File: src/core/hpbc_pkg.sv
package hpbc_pkg;
  localparam logic [7:0]  ADDR_CMD       = 8'h04;
  localparam logic [7:0]  ADDR_STS       = 8'h06;
  localparam logic [7:0]  ADDR_BCTL      = 8'h3e;
  localparam int          CMD_SERR_BIT   = 8;
  localparam int          STS_SYSERR_BIT = 14;
  localparam int          STS_DPE_BIT    = 15;
  localparam int          BC_PERR_BIT    = 0;
  localparam int          BC_SERR_BIT    = 1;
  localparam int          BC_ISA_BIT     = 2;
  localparam int          BC_VGA_BIT     = 3;
  localparam int          BC_VGA16_BIT   = 4;
  localparam int          BC_MAMODE_BIT  = 5;
  localparam logic [15:0] BCTL_RW_MASK   = 16'h0b3f;
  localparam logic [15:0] CMD_RW_MASK    = 16'h0100;
  localparam logic [15:0] BCTL_RESET     = 16'h0000;
  localparam logic [15:0] CMD_RESET      = 16'h0000;
  localparam logic [15:0] STS_RESET      = 16'h0000;
  localparam logic [31:0] VGA_MEM_LO     = 32'h000a_0000;
  localparam logic [31:0] VGA_MEM_HI     = 32'h000b_ffff;
  localparam logic [31:0] VGA_IO_A_LO    = 32'h0000_03b0;
  localparam logic [31:0] VGA_IO_A_HI    = 32'h0000_03bb;
  localparam logic [31:0] VGA_IO_B_LO    = 32'h0000_03c0;
  localparam logic [31:0] VGA_IO_B_HI    = 32'h0000_03df;
  localparam logic [31:0] MA_READ_DATA   = 32'hffff_ffff;
  localparam logic [4:0]  DW_ONE         = 5'h01;
  localparam logic [1:0]  CST_OK         = 2'h0;
  localparam logic [1:0]  CST_MASTER_AB  = 2'h1;
  localparam logic [1:0]  CST_TARGET_AB  = 2'h2;
  typedef enum logic {HPBC_IDLE, HPBC_STREAM} hpbc_cmp_e;
endpackage

File: src/core/hpbc_dec_if.sv
`timescale 1ns/1ps
interface hpbc_dec_if;
  logic        vga_en;
  logic        is_io;
  logic [31:0] addr;
  logic        exclude;
  modport ctl (output vga_en, output is_io, output addr, input exclude);
  modport dec (input vga_en, input is_io, input addr, output exclude);
endinterface

File: src/core/hpbc_decode.sv
`timescale 1ns/1ps
module hpbc_decode
  import hpbc_pkg::*;
(
  hpbc_dec_if.dec d
);
  logic in_vga_mem;
  logic in_vga_io;

  assign in_vga_mem = (d.addr >= VGA_MEM_LO) && (d.addr <= VGA_MEM_HI);
  assign in_vga_io  = ((d.addr >= VGA_IO_A_LO) && (d.addr <= VGA_IO_A_HI))
                   || ((d.addr >= VGA_IO_B_LO) && (d.addr <= VGA_IO_B_HI));
  // I/O in the VGA range is never taken; memory only when a VGA device sits on PCI
  assign d.exclude  = d.is_io ? in_vga_io : (d.vga_en && in_vga_mem);
endmodule

File: src/core/hpbc_top.sv
// Implementation choices: the address-and-strobe port and the register offsets.
`timescale 1ns/1ps
module hpbc_top
  import hpbc_pkg::*;
(
  input  wire logic        mclk,
  input  wire logic        nrst,
  input  wire logic [7:0]  reg_addr,
  input  wire logic [15:0] reg_wdata,
  input  wire logic        reg_wr,
  input  wire logic        reg_rd,
  output logic      [15:0] reg_rdata,
  input  wire logic        pci_ma_valid,
  input  wire logic        pci_ma_posted,
  input  wire logic        pci_ma_read,
  input  wire logic [4:0]  pci_ma_dwords,
  output logic             cmp_valid,
  output logic      [1:0]  cmp_status,
  output logic      [31:0] cmp_data,
  input  wire logic        hub_ma_valid,
  input  wire logic [31:0] hub_ma_data,
  output logic             prd_valid,
  output logic      [31:0] prd_data,
  output logic             prd_target_abort,
  output logic             prd_flush,
  input  wire logic        pci_cyc_valid,
  input  wire logic        pci_cyc_io,
  input  wire logic        pci_cyc_hit,
  input  wire logic [31:0] pci_cyc_addr,
  output logic             pci_claim,
  input  wire logic        hub_io_valid,
  input  wire logic        hub_io_local,
  output logic             hub_io_to_pci,
  input  wire logic        serr_n,
  input  wire logic        nmi_to_smi,
  output logic             nmi_req,
  output logic             system_management_interrupt,
  input  wire logic        pci_par_err,
  output logic             perr_report
);
  logic [15:0] bctl_ff;
  logic [15:0] cmd_ff;
  logic        syserr_ff;
  logic        dpe_ff;
  logic        nxt_syserr;
  logic        nxt_dpe;
  logic        ma_mode;
  logic        serr_path_en;
  logic        posted_ma;
  logic        cr_ma;
  logic        serr_hit;
  logic        par_hit;
  logic [4:0]  dw_left_ff;
  hpbc_cmp_e   cmp_st_ff;
  hpbc_dec_if  dec ();

  assign ma_mode      = bctl_ff[BC_MAMODE_BIT];
  assign serr_path_en = bctl_ff[BC_SERR_BIT] && cmd_ff[CMD_SERR_BIT];
  assign posted_ma    = pci_ma_valid && pci_ma_posted;
  assign cr_ma        = pci_ma_valid && !pci_ma_posted && (cmp_st_ff == HPBC_IDLE);
  assign serr_hit     = !serr_n && serr_path_en;
  assign par_hit      = pci_par_err && bctl_ff[BC_PERR_BIT];

  // Register writes; bridge-control bits 2, 4, 8, 9 and 11 are stored only and steer nothing, command bit 8 gates SERR
  always_ff @(posedge mclk or negedge nrst)
  begin
    if (!nrst)
      bctl_ff <= BCTL_RESET;
    else if (reg_wr && reg_addr == ADDR_BCTL)
      bctl_ff <= reg_wdata & BCTL_RW_MASK;
  end

  always_ff @(posedge mclk or negedge nrst)
  begin
    if (!nrst)
      cmd_ff <= CMD_RESET;
    else if (reg_wr && reg_addr == ADDR_CMD)
      cmd_ff <= reg_wdata & CMD_RW_MASK;
  end

  // Status bits: write one to clear, a new event wins over the clear
  always_comb
  begin
    nxt_syserr = syserr_ff;
    nxt_dpe    = dpe_ff;
    if (reg_wr && reg_addr == ADDR_STS)
    begin
      nxt_syserr = syserr_ff && !reg_wdata[STS_SYSERR_BIT];
      nxt_dpe    = dpe_ff && !reg_wdata[STS_DPE_BIT];
    end
    if (serr_hit)
      nxt_syserr = 1'b1;
    if (posted_ma && ma_mode && serr_path_en)
      nxt_syserr = 1'b1;
    if (par_hit)
      nxt_dpe = 1'b1;
  end

  always_ff @(posedge mclk or negedge nrst)
  begin
    if (!nrst)
    begin
      syserr_ff <= 1'b0;
      dpe_ff    <= 1'b0;
    end
    else
    begin
      syserr_ff <= nxt_syserr;
      dpe_ff    <= nxt_dpe;
    end
  end

  always_ff @(posedge mclk or negedge nrst)
  begin
    if (!nrst)
      reg_rdata <= 16'h0000;
    else if (reg_rd)
    begin
      unique case (reg_addr)
        ADDR_BCTL: reg_rdata <= bctl_ff;
        ADDR_CMD:  reg_rdata <= cmd_ff;
        ADDR_STS:  reg_rdata <= {dpe_ff, syserr_ff, 14'h0000};
        default:   reg_rdata <= 16'h0000;
      endcase
    end
    else
      reg_rdata <= 16'h0000;
  end

  // Hub-to-PCI completions; posted writes never produce one
  always_ff @(posedge mclk or negedge nrst)
  begin
    if (!nrst)
    begin
      cmp_st_ff  <= HPBC_IDLE;
      dw_left_ff <= 5'h00;
      cmp_valid  <= 1'b0;
      cmp_status <= CST_OK;
      cmp_data   <= 32'h0000_0000;
    end
    else
    begin
      unique case (cmp_st_ff)
        HPBC_IDLE:
        begin
          cmp_valid <= 1'b0;
          if (cr_ma)
          begin
            cmp_valid  <= 1'b1;
            cmp_status <= ma_mode ? CST_TARGET_AB : CST_MASTER_AB;
            cmp_data   <= pci_ma_read ? MA_READ_DATA : 32'h0000_0000;
            if (pci_ma_read && pci_ma_dwords > DW_ONE)
            begin
              dw_left_ff <= pci_ma_dwords - DW_ONE;
              cmp_st_ff  <= HPBC_STREAM;
            end
          end
        end
        HPBC_STREAM:
        begin
          cmp_valid  <= 1'b1;
          dw_left_ff <= dw_left_ff - DW_ONE;
          if (dw_left_ff == DW_ONE)
            cmp_st_ff <= HPBC_IDLE;
        end
      endcase
    end
  end

  // PCI reads that master-abort on the hub; PCI writes have no abort path
  always_ff @(posedge mclk or negedge nrst)
  begin
    if (!nrst)
    begin
      prd_valid        <= 1'b0;
      prd_data         <= 32'h0000_0000;
      prd_target_abort <= 1'b0;
      prd_flush        <= 1'b0;
    end
    else
    begin
      prd_valid        <= hub_ma_valid && !ma_mode;
      prd_data         <= (hub_ma_valid && !ma_mode) ? hub_ma_data : 32'h0000_0000;
      prd_target_abort <= hub_ma_valid && ma_mode;
      prd_flush        <= hub_ma_valid && ma_mode;
    end
  end

  assign dec.vga_en = bctl_ff[BC_VGA_BIT];
  assign dec.is_io  = pci_cyc_io;
  assign dec.addr   = pci_cyc_addr;

  hpbc_decode u_decode
  (
    .d (dec.dec)
  );

  always_ff @(posedge mclk or negedge nrst)
  begin
    if (!nrst)
    begin
      pci_claim     <= 1'b0;
      hub_io_to_pci <= 1'b0;
    end
    else
    begin
      pci_claim     <= pci_cyc_valid && pci_cyc_hit && !dec.exclude;
      hub_io_to_pci <= hub_io_valid && !hub_io_local;
    end
  end

  always_ff @(posedge mclk or negedge nrst)
  begin
    if (!nrst)
    begin
      nmi_req                     <= 1'b0;
      system_management_interrupt <= 1'b0;
      perr_report                 <= 1'b0;
    end
    else
    begin
      nmi_req                     <= serr_hit && !nmi_to_smi;
      system_management_interrupt <= serr_hit && nmi_to_smi;
      perr_report                 <= par_hit;
    end
  end
endmodule

File: config.mk
export PLATFORM = sky130hd
export DESIGN_NAME = hpbc_top
export DESIGN_NICKNAME = d
export VERILOG_FILES = /design/src/core/hpbc_pkg.sv /design/src/core/hpbc_dec_if.sv /design/src/core/hpbc_decode.sv /design/src/core/hpbc_top.sv
export SDC_FILE = /design/constraint.sdc
export NUM_CORES = 1
export LEC_CHECK = 0
export BUFFER_PORTS_ARGS = -buffer_cell sky130_fd_sc_hd__clkbuf_2
export CAP_MARGIN = 20
export CORE_MARGIN = 1
export CORE_UTILIZATION = 35
export DETAILED_ROUTE_END_ITERATION = 6
export PLACE_DENSITY = 0.67
export SKIP_CTS_REPAIR_TIMING = 1
export SYNTH_ARGS = -nofsm -noshare
export SYNTH_HDL_FRONTEND = slang
export SYNTH_SLANG_ARGS = --single-unit
File: constraint.sdc
create_clock -name mclk -period 1.55 [get_ports mclk]
set_clock_uncertainty 0.1 [all_clocks]
set_input_delay 0.155 -clock mclk [delete_from_list [all_inputs] [get_ports mclk]]
set_output_delay 0.155 -clock mclk [all_outputs]
set_load 0.01 [all_outputs]
# After elaboration in Yosys (flattened, before gate mapping)
# Index checks and enable logic that the tools add are counted.
dict set report totals {
  reg_bits 108
  in_bits 109
  out_inout_bits 91
}
dict set report classes {
  add_sub_neg 2
  n_lt_le_gt_ge 7
  n_eq_ne 6
  mux 20
  bitwise_logic 1
  reduce_logical 38
}
# operator n
set op_table {}
lappend op_table {{$ge A32 B10 Y1 const B} 2}
lappend op_table {{$le A32 B10 Y1 const B} 2}
lappend op_table {{$mux W32} 2}
lappend op_table {{$pmux W16 S3} 1}
lappend op_table {{$ge A32 B20 Y1 const B} 1}
lappend op_table {{$le A32 B20 Y1 const B} 1}
lappend op_table {{$logic_and A1 B1 Y1} 25}
lappend op_table {{$eq A8 B3 Y1 const B} 2}
lappend op_table {{$mux W16} 1}
lappend op_table {{$mux W1} 10}
lappend op_table {{$mux W5} 2}
lappend op_table {{$pmux W5 S2} 1}
lappend op_table {{$sub A5 B1 Y5 const B} 2}
lappend op_table {{$eq A8 B6 Y1 const B} 1}
lappend op_table {{$logic_not A1 Y1} 8}
lappend op_table {{$eq A5 B1 Y1 const B} 1}
lappend op_table {{$gt A5 B1 Y1 const B} 1}
lappend op_table {{$pmux W1 S2} 2}
lappend op_table {{$reduce_and A2 Y1} 2}
lappend op_table {{$reduce_bool A3 Y1} 1}
lappend op_table {{$mux W2} 1}
lappend op_table {{$ne A2 B1 Y1 const B} 1}
lappend op_table {{$ne A2 B2 Y1 const B} 1}
lappend op_table {{$reduce_bool A2 Y1} 1}
lappend op_table {{2 further kinds} 2}

# Logic depth before layout (Yosys ltp)
dict set report depth {
  depth_word 6
  mapped_depth 6
}

# Modules after synthesis
# Synthesis repeated with hierarchy kept, for this count alone.
dict set report unflattened {
  cells_unflattened 255
  hier_area_um2 3160.5
}
# mod n_inst cells_each area_each_um2
set modules_own_cells {}
lappend modules_own_cells {hpbc_top 1 241 3047.9}
lappend modules_own_cells {hpbc_decode 1 14 112.6}

# Worst setup path after synthesis
# Ideal clock, no wire load.
dict set report synth_path {
  path_kind {input port to flip-flop}
  startpoint {input port pci_ma_dwords[1]}
  endpoint {register dw_left_ff[1]}
  setup_ns 0.079
  arrival_ns 1.357
  required_time_ns 1.371
  setup_slack_ns 0.014
  stages 6
  path_cell_list {inv_1 > ha_1 > o21bai_1 > a211oi_4 > mux2_2 > mux2i_1}
}
dict set report synth_between {
  elab_chain_cells 4
  elab_cells_between_ends 8
  cone_classes {1 x add/sub; 1 x order compare; 1 x eq/ne; 3 x mux; 2 x reduce/logical}
}
# element line
set synth_lines {}
lappend synth_lines {{start, declared} hpbc_top.sv:16} ;# input wire logic [4:0] pci_ma_dwords,
lappend synth_lines {{$sub A5 B1 Y5 / $gt A5 B1 Y1 (equally long branches)} {hpbc_top.sv:154, hpbc_top.sv:152}}
lappend synth_lines {{$mux W5 / $logic_and A1 B1 Y1 (equally long branches)} hpbc_top.sv:152} ;# if (pci_ma_read && pci_ma_dwords > DW_ONE)
lappend synth_lines {{$mux W5 / $ne A2 B1 Y1 (equally long branches)} -}
lappend synth_lines {{$pmux W5 S2 / $reduce_and A2 Y1 (equally long branches)} -}
lappend synth_lines {{end signal, assigned} hpbc_top.sv:154} ;# dw_left_ff <= pci_ma_dwords - DW_ONE;
lappend synth_lines {{end signal, assigned} hpbc_top.sv:162} ;# dw_left_ff <= dw_left_ff - DW_ONE;
lappend synth_lines {{end, declared} hpbc_top.sv:53} ;# logic [4:0] dw_left_ff;
# Several ways; a longest one is shown, not always the timed one. The select of a mux whose other input is x is not followed.
# A chain may end at the register's enable or synchronous reset.

# Final worst setup path
dict set report layout_path {
  startpoint {input port pci_ma_read}
  endpoint {register dw_left_ff[3]}
}
dict set report layout_between {
  elab_chain_cells 3
}
# element line
set layout_lines {}
lappend layout_lines {{start, declared} hpbc_top.sv:15} ;# input wire logic pci_ma_read,
lappend layout_lines {{$logic_and A1 B1 Y1} hpbc_top.sv:152}
lappend layout_lines {{$ne A2 B1 Y1 (no line)} -}
lappend layout_lines {{$reduce_and A2 Y1 (no line)} -}
# Every way passes these cells.

==> flow_summary.ini <==
[logic_synthesis]
syn_area_sq_um = 3105
ys.warnings.count = 0
ys_seq_area_frac = 0.5802
synth_seq_cells = 72
syn-instance-count = 255
syn_area_per_cell_sq_um = 12.18
ys_types = 37

[pwr]
vdd_drop_max_v = 0.0005672
leakage_nw = 2.562
finalPower_mw = 5.320
power_density_nw_per_um2 = 1124

[timing]
finalHoldViolations = 0
rsz0062_at_grt = false
fin_crit_ns = 1.431
report.final.slew_viol_count = 0
period_share = 0.9235
setup-violations-final = 0
setup_slack_ns = 0.1185
fmax_mhz = 698.6

[clocking]
cts_tree = built
ctsHtreeMaxLevel = 3
cts_buffer_depth = 2
clockRootBuffer = clkbuf_8
cts_buffers = 9
clock_latency_ns = 0.34
clock_sink_count = 72
clk_pin_slew_ns = 0.07

[critical_path]
startpoint = pci_ma_read
slowest_delay_ns = 0.53
r2r_setup_slack_ns = 0.15
crit_type = in -> reg
worstPathMaxFanout = 5
end_kind = register
timing.rr.end = dw_left_ff[4]$_DFFE_PN0P_
crit_slowest_cell = dlygate4sd3_1
crit_required_ns = 1.66
timing.rr.start = dw_left_ff[0]$_DFFE_PN0P_
critPathBufInv = 4
r2r_cells = 6
start_kind = primary input
arrival_ns = 1.54
crit_family = buffers and inverters
crit_path_cell_trace = dlygate4sd3_1, clkbuf_2, inv_1, a211oi_4, buf_4, mux2i_1, o21ai_0

[routing]
drtPass1Iterations = 4
drc = 0
drt_iter0_drc = 73
wirelength_mm = 7.436
wire_per_inst_microns = 12.60
via_count = 2624
viasPerCell = 4.447
ant_nets = 0

[floorplanning]
initial_core_util = 0.3705
io_pins = 200
die_w_microns = 96.20
rows = 33
die_y_microns = 96.20
dieArea_sq_um = 9253
core-area_sq_um = 8382

[finish]
fin_area_sq_um = 4733
n_antenna_cell = 0
nNetsFinal = 593
area_delta_synth_final_pct = 52.42
drive_gt1_frac = 0.4784
fillers = 718

[place]
gp_congestion = 0.7410
portBuffers = 187
dp_hpwl_mm = 5.039
dp_slack_ns = -0.03433
place_area_sq_um = 3996

[grt]
grt_overflow_total = 0
grt_use_total = 0.1418
antenna_found_initial = 0
grt_pass1_wl_mm = 9.680
grt_pass1_vias = 2164
grt_start_max_net_pins = 73

[hold_path]
whs_endpoint = dpe_ff$_DFFE_PN0P_
whs_path_depth = 3
hp-start = reg_wdata[15]
worstHoldPathType = in -> reg

[run_status]
outcome = complete, no violations

[job]
maxCapViolCount = 0
## worst min-delay path, delay by kind of cell
kind                   cells  cell delay (ns)
AO/OA/AOI/OAI              1             0.11
buffers and inverters      1             0.08
AND/OR/NAND/NOR            1             0.07
## layout by cell type, fill, tap and decap left out, types with 2 or more instances in the layout
| cell type | count |
|---|---|
| nand2_1 | 10 |
| nor4_1 | 4 |
| a21o_1 | 2 |
| dlygate4sd3_1 | 53 |
| nand3_1 | 5 |
| clkinvlp_4 | 2 |
| buf_4 | 12 |
| nor3_1 | 5 |
| clkbuf_8 | 11 |
| mux2i_1 | 6 |
| o21ai_0 | 5 |
| ha_1 | 4 |
| nor3b_1 | 3 |
| conb_1 | 5 |
| mux2_2 | 12 |
| nor2_1 | 3 |
| a21oi_1 | 3 |
| clkbuf_2 | 186 |
| inv_1 | 6 |
| and4_1 | 2 |
| nor2b_1 | 2 |
| xor2_1 | 6 |
| nand2b_1 | 3 |
| and2_1 | 42 |
| nand4_1 | 2 |
| clkinv_2 | 2 |
| nor4bb_1 | 2 |
| dfrtp_1 | 72 |
## synthesized netlist by cell type
master	number	area (sq um)
nor2_2	1	6.260
a21o_1	2	15.01
xor2_1	6	52.55
buf_4	37	277.8
nor2b_1	2	12.51
nor4_1	4	25.02
nor4_4	1	21.27
or4_4	1	11.26
o31ai_1	1	7.510
o21bai_1	1	7.510
and2_1	42	262.8
nor3_1	5	25.02
clkbuf_1	5	18.77
nand4b_1	1	8.760
nor3b_1	3	22.52
mux2i_1	6	60.06
a21oi_1	3	15.01
mux2_4	1	15.01
ha_1	4	50.05
mux2_2	12	135.1
nand3_1	5	25.02
a211oi_4	1	20.02
dfrtp_1	72	1802
a32o_1	1	10.01
nand2b_1	3	18.77
and4_1	2	17.52
nand2_1	10	37.54
and3_1	1	6.260
nor2_1	3	11.26
nor4b_1	1	8.760
conb_1	1	3.750
a31oi_1	1	6.260
inv_1	6	22.52
o22a_1	1	8.760
nor4bb_1	2	20.02
nand4_1	2	12.51
o21ai_0	5	25.02
## flip-flops by register name (all words and copies together) (netlist names), 2 cells and up
| signal | flops |
|---|---|
| bctl_ff | 9 |
| cmp_status | 2 |
| dw_left_ff | 5 |
| prd_data | 32 |
| reg_rdata | 11 |
## metrics by stage
step                      setup TNS (ns)  cells    util  hold slack [ns]
after floorplan                        0    259       -          -0.2406
after global placement          -0.02032    521  0.4768          0.09530
after detailed placement         -0.1114    521  0.4768           0.1010
after CTS                              0    537  0.5014          -0.2763
after global routing                   0    590  0.5647         0.005020
final                                  0    590  0.5647          0.02219
## power breakdown
part | leakage, nW | total [mW] | internal, mW | switching, mW
clock network | 0.101 | 1.50 | 0.825 | 0.676
registers | 0.939 | 2.20 | 2.07 | 0.127
logic | 1.52 | 1.62 | 0.775 | 0.847
## worst max path at each step
stage / depth (start not counted) / slack (ns) / end
floorplan: 6 / 0.01 / dw_left_ff[1]$_DFFE_PN0P_
global placement: 5 / -0.02 / cmd_ff[8]$_DFFE_PN0P_
detailed placement: 8 / -0.03 / dw_left_ff[2]$_DFFE_PN0P_
CTS: 2 / 0.14 / cmp_data[3]
global route: 2 / 0.003 / cmp_data[19]
finish: 7 / 0.12 / dw_left_ff[3]$_DFFE_PN0P_
## metal layers
layer  track usage  share of wire  up-vias
met5             0              0        -
met4       0.05970          0.016        0
met3       0.05529          0.084       10
met2        0.2423           0.52      139
met1        0.1566           0.38     1215
li1              -              -     1260
## area by class of cell
cell class	instances	area, sq um	share of cell area
Sequential cell	72	1802	0.3807
Timing Repair Buffer	252	1572	0.3320
Multi-Input combinational cell	139	999.7	0.2112
Clock buffer	11	151.4	0.03199
Tap cell	105	131.4	0.02776
Clock inverter	5	55.05	0.01163
Inverter	6	22.52	0.004758
## logic make-up after synthesis
group,synth area share
compound gates,0.03707
xor+xnor,0.01692
fa+ha+maj,0.01612
buf+inv,0.1027
flops,0.5802
mux,0.06769
other cells,0.001208
simple gates,0.1781
(Power assumes the default switching activity.)
